### config.mk
export PLATFORM = sky130hd
export DESIGN_NAME = i2csam_core
export DESIGN_NICKNAME = d
export VERILOG_FILES = /design/src/common/i2csam_pkg.sv /design/src/hdl/i2csam_core.sv
export SDC_FILE = /design/constraint.sdc
export NUM_CORES = 1
export LEC_CHECK = 0
export ABC_AREA = 1
export BUFFER_PORTS_ARGS = -buffer_cell sky130_fd_sc_hd__buf_2
export CAP_MARGIN = 20
export CORE_MARGIN = 1.5
export CORE_UTILIZATION = 48
export CTS_CLUSTER_DIAMETER = 120
export DETAILED_ROUTE_END_ITERATION = 10
export GPL_TIMING_DRIVEN = 1
export HOLD_SLACK_MARGIN = 0.03
export PLACE_DENSITY_LB_ADDON = 0.1
export SYNTH_ARGS = -nofsm -noshare
export SYNTH_HDL_FRONTEND = slang
export SYNTH_SLANG_ARGS = --single-unit
export TNS_END_PERCENT = 50
### constraint.sdc
create_clock -name pclk -period 1.65 [get_ports pclk]
set_input_delay 0.165 -clock pclk [delete_from_list [all_inputs] [get_ports pclk]]
set_output_delay 0.165 -clock pclk [all_outputs]
set_load 0.02 [all_outputs]
### src/common/i2csam_pkg.sv
// package: register map, status layout, engine states and state record of the i2c status block
package i2csam_pkg;

  // register byte addresses on the apb side
  localparam logic [7:0] ADDR_STATUS = 8'h00; // serial_bus_status_reg, read only
  localparam logic [7:0] ADDR_MASK = 8'h04; // slave_address_mask_reg
  localparam logic [7:0] ADDR_RECEIVE = 8'h08; // receive_holding_reg, read clears full flag
  localparam logic [7:0] ADDR_TRANSMIT = 8'h0C; // transmit_holding_reg
  localparam logic [7:0] ADDR_OWN = 8'h10; // own 7-bit slave address

  // status bit positions
  localparam int BIT_ACK_RESULT = 15;
  localparam int BIT_DATA_NOT_ADDR = 5;
  localparam int BIT_STOP_SEEN = 4;
  localparam int BIT_START_SEEN = 3;
  localparam int BIT_READ_NOT_WRITE = 2;
  localparam int BIT_RX_FULL = 1;
  localparam int BIT_TX_FULL = 0;

  // widths and counts
  localparam int MASK_W = 10; // address_bit_ignore field, bits 9..0
  localparam int OWN_W = 7; // seven-bit addressing
  localparam int BYTE_W = 8;
  localparam logic [3:0] BITS_PER_BYTE = 4'h8;
  localparam logic [3:0] LAST_BIT_INDEX = 4'h7;

  // reset values
  localparam logic [MASK_W-1:0] MASK_RESET = 10'h000;
  localparam logic [OWN_W-1:0] OWN_RESET = 7'h00;
  localparam logic [1:0] SYNC_IDLE = 2'h3; // both synchroniser stages at the idle bus level

  // byte engine states
  typedef enum logic [2:0] {
    ENG_IDLE = 3'b000, // not addressed, waiting for a start
    ENG_ADDR = 3'b001, // shifting in the address byte
    ENG_ADDR_ACK = 3'b010, // driving ack for a matched address
    ENG_RX = 3'b011, // shifting in a data byte
    ENG_RX_ACK = 3'b100, // driving ack for a received data byte
    ENG_TX = 3'b101, // shifting out a data byte
    ENG_TX_ACK = 3'b110 // sampling the master ack or nack
  } i2csam_eng_type;

  // apb request bundle
  typedef struct packed {
    logic [7:0] paddr;
    logic psel;
    logic penable;
    logic pwrite;
    logic [31:0] pwdata;
  } i2csam_apb_req_type;

  // whole state of the block
  typedef struct packed {
    i2csam_eng_type eng;
    logic [1:0] scl_sync; // bit 0 first stage, bit 1 second stage
    logic [1:0] sda_sync;
    logic scl_prev; // delayed second stage for edge finding
    logic sda_prev;
    logic [3:0] bit_count;
    logic [BYTE_W-1:0] shift;
    logic addr_hit;
    logic sda_drive;
    logic ack_result;
    logic data_not_addr;
    logic stop_seen;
    logic start_seen;
    logic read_not_write;
    logic receive_holding_full;
    logic transmit_holding_full;
    logic [BYTE_W-1:0] receive_holding;
    logic [BYTE_W-1:0] transmit_holding;
    logic [MASK_W-1:0] address_bit_ignore;
    logic [OWN_W-1:0] own_address;
    logic [31:0] prdata;
  } i2csam_state_type;

endpackage : i2csam_pkg

### src/hdl/i2csam_core.sv
// module: i2c slave status flags, masked address match and apb register file
`timescale 1ns/1ps
module i2csam_core
  import i2csam_pkg::*;
(
  input wire logic pclk,
  input wire logic presetn,
  input wire logic [7:0] paddr,
  input wire logic psel,
  input wire logic penable,
  input wire logic pwrite,
  input wire logic [31:0] pwdata,
  output logic [31:0] prdata,
  output logic pready,
  output logic pslverr,
  input wire logic scl_in,
  input wire logic sda_in,
  output logic sda_out,
  output logic sda_oe
);

  ////////////////////////////////////////////////////////////////////////////////
  // state and bundles

  i2csam_state_type st; // registered state
  i2csam_state_type next_st; // next value of the whole state
  i2csam_apb_req_type req; // bundled apb request
  logic mapped; // address hits a register
  logic acc_write; // write takes effect this edge
  logic acc_read; // read completes this edge

  assign req = '{paddr: paddr, psel: psel, penable: penable, pwrite: pwrite, pwdata: pwdata};

  ////////////////////////////////////////////////////////////////////////////////
  // apb handshake

  // zero wait states: every access phase completes at once
  // an unmapped address still gets pready, with pslverr beside it, so a
  // stray access can never stall the bus
  always_comb begin
    mapped = (req.paddr == ADDR_STATUS) || (req.paddr == ADDR_MASK) ||
             (req.paddr == ADDR_RECEIVE) || (req.paddr == ADDR_TRANSMIT) ||
             (req.paddr == ADDR_OWN);
    acc_write = req.psel && req.penable && req.pwrite && mapped;
    acc_read = req.psel && req.penable && !req.pwrite && mapped;
    pready = req.psel && req.penable;
    pslverr = req.psel && req.penable && !mapped; // unmapped address answers error
  end

  // prdata comes from the state flop; the sda pin is open drain and only
  // ever pulls low, so its level is fixed and the enable carries the bit
  assign prdata = st.prdata;
  assign sda_out = 1'b0; // open drain: only ever pulls low
  assign sda_oe = st.sda_drive;

  ////////////////////////////////////////////////////////////////////////////////
  // masked address compare

  // a one in the mask drops that bit from the compare
  // only mask bits 6..0 meet a seven-bit address; bits 9..7 are kept
  // and read back but cannot change a match
  function automatic logic addr_match(input logic [OWN_W-1:0] incoming,
                                      input logic [OWN_W-1:0] own,
                                      input logic [MASK_W-1:0] ignore);
    logic [MASK_W-1:0] diff;
    diff = {{(MASK_W-OWN_W){1'b0}}, incoming ^ own};
    addr_match = ((diff & ~ignore) == '0);
  endfunction : addr_match

  ////////////////////////////////////////////////////////////////////////////////
  // next state

  // one process builds every next value; the engine runs on found scl edges
  // no clock stretching: the engine keeps pace with any scl low time of
  // four or more system clocks
  always_comb begin
    logic scl; // synchronised bus levels
    logic sda;
    logic scl_rise;
    logic scl_fall;
    logic start_det;
    logic stop_det;
    logic [BYTE_W-1:0] byte_in; // byte as it stands after this rising edge
    logic rx_set; // hardware load of receive holding
    logic rx_clear; // software read of receive holding
    logic tx_set; // software write of transmit holding
    logic tx_clear; // byte fully sent
    logic [31:0] rd_value; // read mux output
    next_st = st;
    scl = st.scl_sync[1];
    sda = st.sda_sync[1];
    scl_rise = 1'b0;
    scl_fall = 1'b0;
    start_det = 1'b0;
    stop_det = 1'b0;
    byte_in = {st.shift[BYTE_W-2:0], sda};
    rx_set = 1'b0;
    rx_clear = 1'b0;
    tx_set = 1'b0;
    tx_clear = 1'b0;
    rd_value = '0;

    // two-stage synchronisers; only the second stage feeds logic
    next_st.scl_sync = {st.scl_sync[0], scl_in};
    next_st.sda_sync = {st.sda_sync[0], sda_in};
    next_st.scl_prev = scl;
    next_st.sda_prev = sda;

    // edges compare the second stage with its one-cycle delayed copy, so
    // a first stage caught mid-transition never reaches the engine
    scl_rise = scl && !st.scl_prev;
    scl_fall = !scl && st.scl_prev;
    // sda moving while scl stays high marks a bus condition
    start_det = scl && st.scl_prev && st.sda_prev && !sda;
    stop_det = scl && st.scl_prev && !st.sda_prev && sda;

    if (start_det) begin
      // start and repeated start look the same and restart address capture
      next_st.start_seen = 1'b1;
      next_st.stop_seen = 1'b0;
      next_st.eng = ENG_ADDR;
      next_st.bit_count = '0;
      next_st.sda_drive = 1'b0;
    end else if (stop_det) begin
      next_st.stop_seen = 1'b1;
      next_st.start_seen = 1'b0;
      next_st.eng = ENG_IDLE;
      next_st.sda_drive = 1'b0;
    end else begin
      case (st.eng)
        ENG_IDLE: begin
          // not addressed: ignore bits until the next start
          next_st.sda_drive = 1'b0;
        end
        ENG_ADDR: begin
          if (scl_rise) begin
            next_st.shift = byte_in;
            next_st.bit_count = 4'(st.bit_count + 4'h1);
            if (st.bit_count == LAST_BIT_INDEX) begin
              next_st.addr_hit = addr_match(byte_in[BYTE_W-1:1], st.own_address,
                                            st.address_bit_ignore);
              if (addr_match(byte_in[BYTE_W-1:1], st.own_address, st.address_bit_ignore)) begin
                next_st.data_not_addr = 1'b0;
                next_st.read_not_write = byte_in[0];
              end
            end
          end else if (scl_fall && (st.bit_count == BITS_PER_BYTE)) begin
            // a miss leaves the bus alone; the flags keep the last match
            if (st.addr_hit) begin
              next_st.eng = ENG_ADDR_ACK;
              next_st.sda_drive = 1'b1;
            end else begin
              next_st.eng = ENG_IDLE;
            end
          end
        end
        ENG_ADDR_ACK: begin
          if (scl_fall) begin
            next_st.bit_count = '0;
            if (st.read_not_write) begin
              // first byte comes from the holding register even if it is stale
              next_st.eng = ENG_TX;
              next_st.shift = st.transmit_holding;
              next_st.sda_drive = !st.transmit_holding[BYTE_W-1];
            end else begin
              next_st.eng = ENG_RX;
              next_st.sda_drive = 1'b0;
            end
          end
        end
        ENG_RX: begin
          if (scl_rise) begin
            next_st.shift = byte_in;
            next_st.bit_count = 4'(st.bit_count + 4'h1);
            if (st.bit_count == LAST_BIT_INDEX) begin
              // no overflow guard: a new byte overwrites an unread one
              next_st.receive_holding = byte_in;
              rx_set = 1'b1;
              next_st.data_not_addr = 1'b1;
            end
          end else if (scl_fall && (st.bit_count == BITS_PER_BYTE)) begin
            next_st.eng = ENG_RX_ACK;
            next_st.sda_drive = 1'b1;
          end
        end
        ENG_RX_ACK: begin
          if (scl_fall) begin
            next_st.eng = ENG_RX;
            next_st.bit_count = '0;
            next_st.sda_drive = 1'b0;
          end
        end
        ENG_TX: begin
          if (scl_rise) begin
            next_st.bit_count = 4'(st.bit_count + 4'h1);
          end else if (scl_fall) begin
            if (st.bit_count == BITS_PER_BYTE) begin
              next_st.eng = ENG_TX_ACK;
              next_st.sda_drive = 1'b0; // release for the master ack
            end else begin
              next_st.shift = {st.shift[BYTE_W-2:0], 1'b0};
              next_st.sda_drive = !st.shift[BYTE_W-2];
            end
          end
        end
        ENG_TX_ACK: begin
          if (scl_rise) begin
            // only a transmitted data byte updates the ack result
            next_st.ack_result = sda;
            tx_clear = 1'b1;
          end else if (scl_fall) begin
            next_st.bit_count = '0;
            if (!st.ack_result) begin
              next_st.eng = ENG_TX;
              next_st.shift = st.transmit_holding;
              next_st.sda_drive = !st.transmit_holding[BYTE_W-1];
            end else begin
              next_st.eng = ENG_IDLE; // nack ends the read
            end
          end
        end
        default: begin
          next_st.eng = ENG_IDLE;
          next_st.sda_drive = 1'b0;
        end
      endcase
    end

    // register writes take effect at the access edge
    if (acc_write) begin
      case (req.paddr)
        ADDR_MASK: next_st.address_bit_ignore = req.pwdata[MASK_W-1:0];
        ADDR_TRANSMIT: begin
          next_st.transmit_holding = req.pwdata[BYTE_W-1:0];
          tx_set = 1'b1;
        end
        ADDR_OWN: next_st.own_address = req.pwdata[OWN_W-1:0];
        default: begin
          // status and receive holding are read only
        end
      endcase
    end

    // reads of unused bits and of unmapped addresses return zero
    // read value is captured in the setup cycle so prdata comes from a flop
    case (req.paddr)
      ADDR_STATUS: begin
        rd_value[BIT_ACK_RESULT] = st.ack_result;
        rd_value[BIT_DATA_NOT_ADDR] = st.data_not_addr;
        rd_value[BIT_STOP_SEEN] = st.stop_seen;
        rd_value[BIT_START_SEEN] = st.start_seen;
        rd_value[BIT_READ_NOT_WRITE] = st.read_not_write;
        rd_value[BIT_RX_FULL] = st.receive_holding_full;
        rd_value[BIT_TX_FULL] = st.transmit_holding_full;
      end
      ADDR_MASK: rd_value[MASK_W-1:0] = st.address_bit_ignore;
      ADDR_RECEIVE: rd_value[BYTE_W-1:0] = st.receive_holding;
      ADDR_TRANSMIT: rd_value[BYTE_W-1:0] = st.transmit_holding;
      ADDR_OWN: rd_value[OWN_W-1:0] = st.own_address;
      default: rd_value = '0;
    endcase
    if (req.psel && !req.penable && !req.pwrite) begin
      next_st.prdata = rd_value;
    end

    // software read of the receive holding clears its full flag
    // the clear waits for the access edge, so a setup that is never
    // completed leaves an unread byte marked full
    rx_clear = acc_read && (req.paddr == ADDR_RECEIVE);

    // a set in the same cycle as a clear wins: the hardware set for receive, the software write for transmit
    next_st.receive_holding_full = rx_set || (st.receive_holding_full && !rx_clear);
    next_st.transmit_holding_full = tx_set || (st.transmit_holding_full && !tx_clear);
  end

  ////////////////////////////////////////////////////////////////////////////////
  // state register

  // constants only under reset; bus lines idle high
  // the synchroniser and its delayed copy start at the idle level, so
  // leaving reset never looks like a start or a stop
  always_ff @(posedge pclk or negedge presetn) begin
    if (!presetn) begin
      st <= '0;
      st.eng <= ENG_IDLE;
      st.scl_sync <= SYNC_IDLE;
      st.sda_sync <= SYNC_IDLE;
      st.scl_prev <= 1'b1;
      st.sda_prev <= 1'b1;
      st.address_bit_ignore <= MASK_RESET;
      st.own_address <= OWN_RESET;
    end else begin
      st <= next_st;
    end
  end

endmodule : i2csam_core

==> summary.txt <==
Job
  • Max cap viols: 0

STA
  • RSZ-0062 raised after global routing: true
  • Minimum clock period after layout: 1.55 ns
  • Final hold violation count: 0
  • Fmax: approximately 0.65 GHz
  • Finish-stage setup viols: 0
  • Final period util: 93.7%
  • Setup_tns: 0 ns
  • Setup Skew: ~0.013 ns
  • Max-slew violation count: 0

Cells and area
  • Area growth syn-to-layout: 11.7%
  • Most common cell after layout, fill and taps aside: nand2_1
  • Finished Core Util: 55.6%
  • Final instance area: roughly 4900 sq um
  • Layout cell share with drive strength beyond 1: roughly a fifth
  • N_diodes: 0
  • Commonest non-fill, non-tap cells in the layout: 175 x nand2_1, 73 x nand3_1, 64 x dfrtp_1
  • Nets: just under 700

Setup path
  • Critical Path Fanout Max: 9
  • WS Path Type: flip-flop to flip-flop
  • R2r setup slk: roughly 0.10 ns
  • Reg-to-Reg End: st[77]$_DFFE_PN0P_
  • Crit path DAT: about 1.8 ns
  • CP Capture Type: flip-flop
  • RR Startpoint: st[92]$_DFFE_PN0P_
  • CP Launch Type: flip-flop
  • Reg2Reg Depth: 7
  • WP data required: between 1.5 and 2 ns

Synthesis
  • Mean Syn Cell Area: 7.43 sq um
  • Number of synthesized flops with an enable pin: 0
  • Synth Instances: 590
  • Flops & latches, synth: 73
  • Synth cell types: 36
  • Netlist Area Pre-Place: around 4400 sq um
  • Synth area leaders: dfrtp_1 38%, nand2_1 15%, nand3_1 8.3%
  • Sequential area share after synthesis: between 40% and 50%
  • Synth area leader: dfrtp_1
  • Ys flop type: dfrtp_1
  • Synthesis Warnings: 0
  • Asr flop ratio synth: 100%
  • Top-area cell type share of the netlist area: between 30% and 40%

Global routing
  • Largest net degree at the start of global routing: 25
  • Vias in the first global route: 3478
  • Gr usage total: between 20 and 25%
  • First-pass GRT wire length: 16.8 mm
  • GRT Residual Overflow: 0
  • Initial antenna violation count: 0

Status
  • Failing checks: design-rule violations
  • Outcome: complete, but fails checks

Clock tree
  • Sink Count: 73
  • H-Tree Depth: 3
  • Clock tree buffer depth: 2
  • Num CTS Buffers: 9
  • Clock transition at path regs: 0.08 ns
  • Root buf cell: clkbuf_8
  • TritonCTS clock tree: yes
  • Worst skew pair latency: 0.34 ns

Power
  • Peak VDD IR: between 0.0003 and 0.0004 V
  • LEAKAGE: between 2 and 3 nW
  • Power Density: about 830 nW/um^2

Routing
  • 1st-iter DRT viols: 272
  • DRT Wirelength: 10.2 mm
  • Vias: 3801
  • Wirelength per Cell: ~14 um
  • Vias per inst: 5.10
  • DRC Markers: 7
  • DR pass1 iterations: 10
  • Detail Route Antenna Nets: 0

Placed design
  • Post-DP HPWL: approximately 7.7 mm
  • Area after DPL: ~4600 sq um
  • IO buf count: 38
  • Final RePlAce weighted congestion: between 0.9 and 1

Min path
  • Worst Hold Depth: 3
  • Hold Crit Class: input pin to flip-flop
  • Hold wc startpoint: pwdata[2]
  • Worst hold endpoint: st[41]$_DFFE_PN0P_

Floorplan
  • Initial Util: between 40% and 50%
  • Die area: between 9000 and 10000 sq um
  • IO Pins: 83
  • Core area: 8810 sq um
  • Die Y-Extent: between 90 and 100 um
  • Die X-Extent: approximately 99 um
  • Rows: 34
-- logic make-up (layout without fill, tap and decap cells) --
group                      Yosys count  after routing  share of synthesized area, %
AOI/OAI and AO/OA                   39             39                          5.34
xor gates and xnor gates             3              3                         0.599
adders and majority gates            2              2                         0.571
buffers and inverters              109            136                          13.4
DFF                                 73             73                          41.8
other                                1             22                        0.0855
and+or+nand+nor                    363            363                          38.2
-- flip-flops by register name, summed over array words and instances, names as in the netlist --
signal and cells:
next_st 4, prdata 11, sda_oe 1, st 57
-- metal layers --
metal  GRT usage [%]  wire (um)  vias to the layer above  part of all wire, %
met3            2.62        497                        9                  4.9
met2            33.8       4650                      105                   46
met5               0          0                        -                    0
met4            6.15         76                        0                 0.75
li1                -          -                     1904                    -
met1            32.4       4940                     1783                   49
-- metrics by stage --
step / hold WS, ns / cells / setup slack [ns] / total power, mW
2_1_floorplan: -0.131 / 611 / 0.264 / 2.41
3_3_place_gp: 0.122 / 727 / 0.0575 / 2.53
3_5_place_dp: 0.131 / 727 / 0.0426 / 2.54
4_1_cts: 0.0651 / 746 / 0.0165 / 4.11
5_1_grt: 0.0779 / 746 / -0.0108 / 4.28
6_report: 0.0749 / 746 / 0.105 / 4.08
-- layout make-up --
type | count | area, sq um
clock buffer | 9 | 124
clock inverter | 7 | 95.1
fill | 856 | 3910
inverter | 64 | 250
multi-input combinational | 429 | 2100
sequential | 73 | 1840
tap | 108 | 135
timing repair buffer | 56 | 358
-- synth_stat cells, types with 2 or more instances --
library cell,instances
dfrtp_1,67
buf_4,35
o21ai_0,12
nor3_1,2
nand3_4,3
nor3_2,2
ha_1,2
nand3_1,73
nor2_2,7
nand4_1,15
inv_2,5
inv_4,2
nand3b_1,3
buf_2,6
nand3_2,2
o21ai_1,15
o21ai_2,8
nand2_4,2
dfstp_2,6
nand2_1,179
or2_2,8
nand2_2,3
nor2_1,59
xor2_1,2
nor2_4,3
buf_6,4
inv_1,56
-- how the worst max path moves through the flow --
stage	slack, ns	start	endpoint	depth (start not counted)
finish	0.10	st[92]$_DFFE_PN0P_	st[77]$_DFFE_PN0P_	7
global route	-0.01	st[82]$_DFFE_PN0P_	st[77]$_DFFE_PN0P_	10
CTS	0.02	st[94]$_DFFE_PN0P_	st[77]$_DFFE_PN0P_	8
detailed placement	0.04	st[92]$_DFFE_PN0P_	st[82]$_DFFE_PN0P_	9
global placement	0.06	st[92]$_DFFE_PN0P_	st[83]$_DFFE_PN0P_	9
floorplan	0.26	st[87]$_DFF_PN1_	st[74]$_DFFE_PN0P_	9
-- power by group --
part | internal, mW | switching (mW) | total, mW | leakage [nW]
Clock | 0.851 | 0.700 | 1.55 | 0.109
Combinational | 0.194 | 0.396 | 0.590 | 1.53
Sequential | 1.87 | 0.0647 | 1.94 | 0.963
-- critical path, stage by stage (launching register included) --
cell and delay (ns):
dfrtp_2 0.49, buf_4 0.17, nor2_4 0.18, nor2_1 0.10, nor2_2 0.23, o21ai_0 0.11
nand3_1 0.10, nand2_1 0.06
-- timing repair --
item | 4_1_cts | 5_1_grt
endpoints found under the hold margin | 9 | 0
buffers inserted | 0 | 0
endpoints found under the setup margin | 0 | 25
resized for setup | 0 | 18
hold buffers | 3 | 0
No activity file was read; power rests on OpenSTA's default activity.
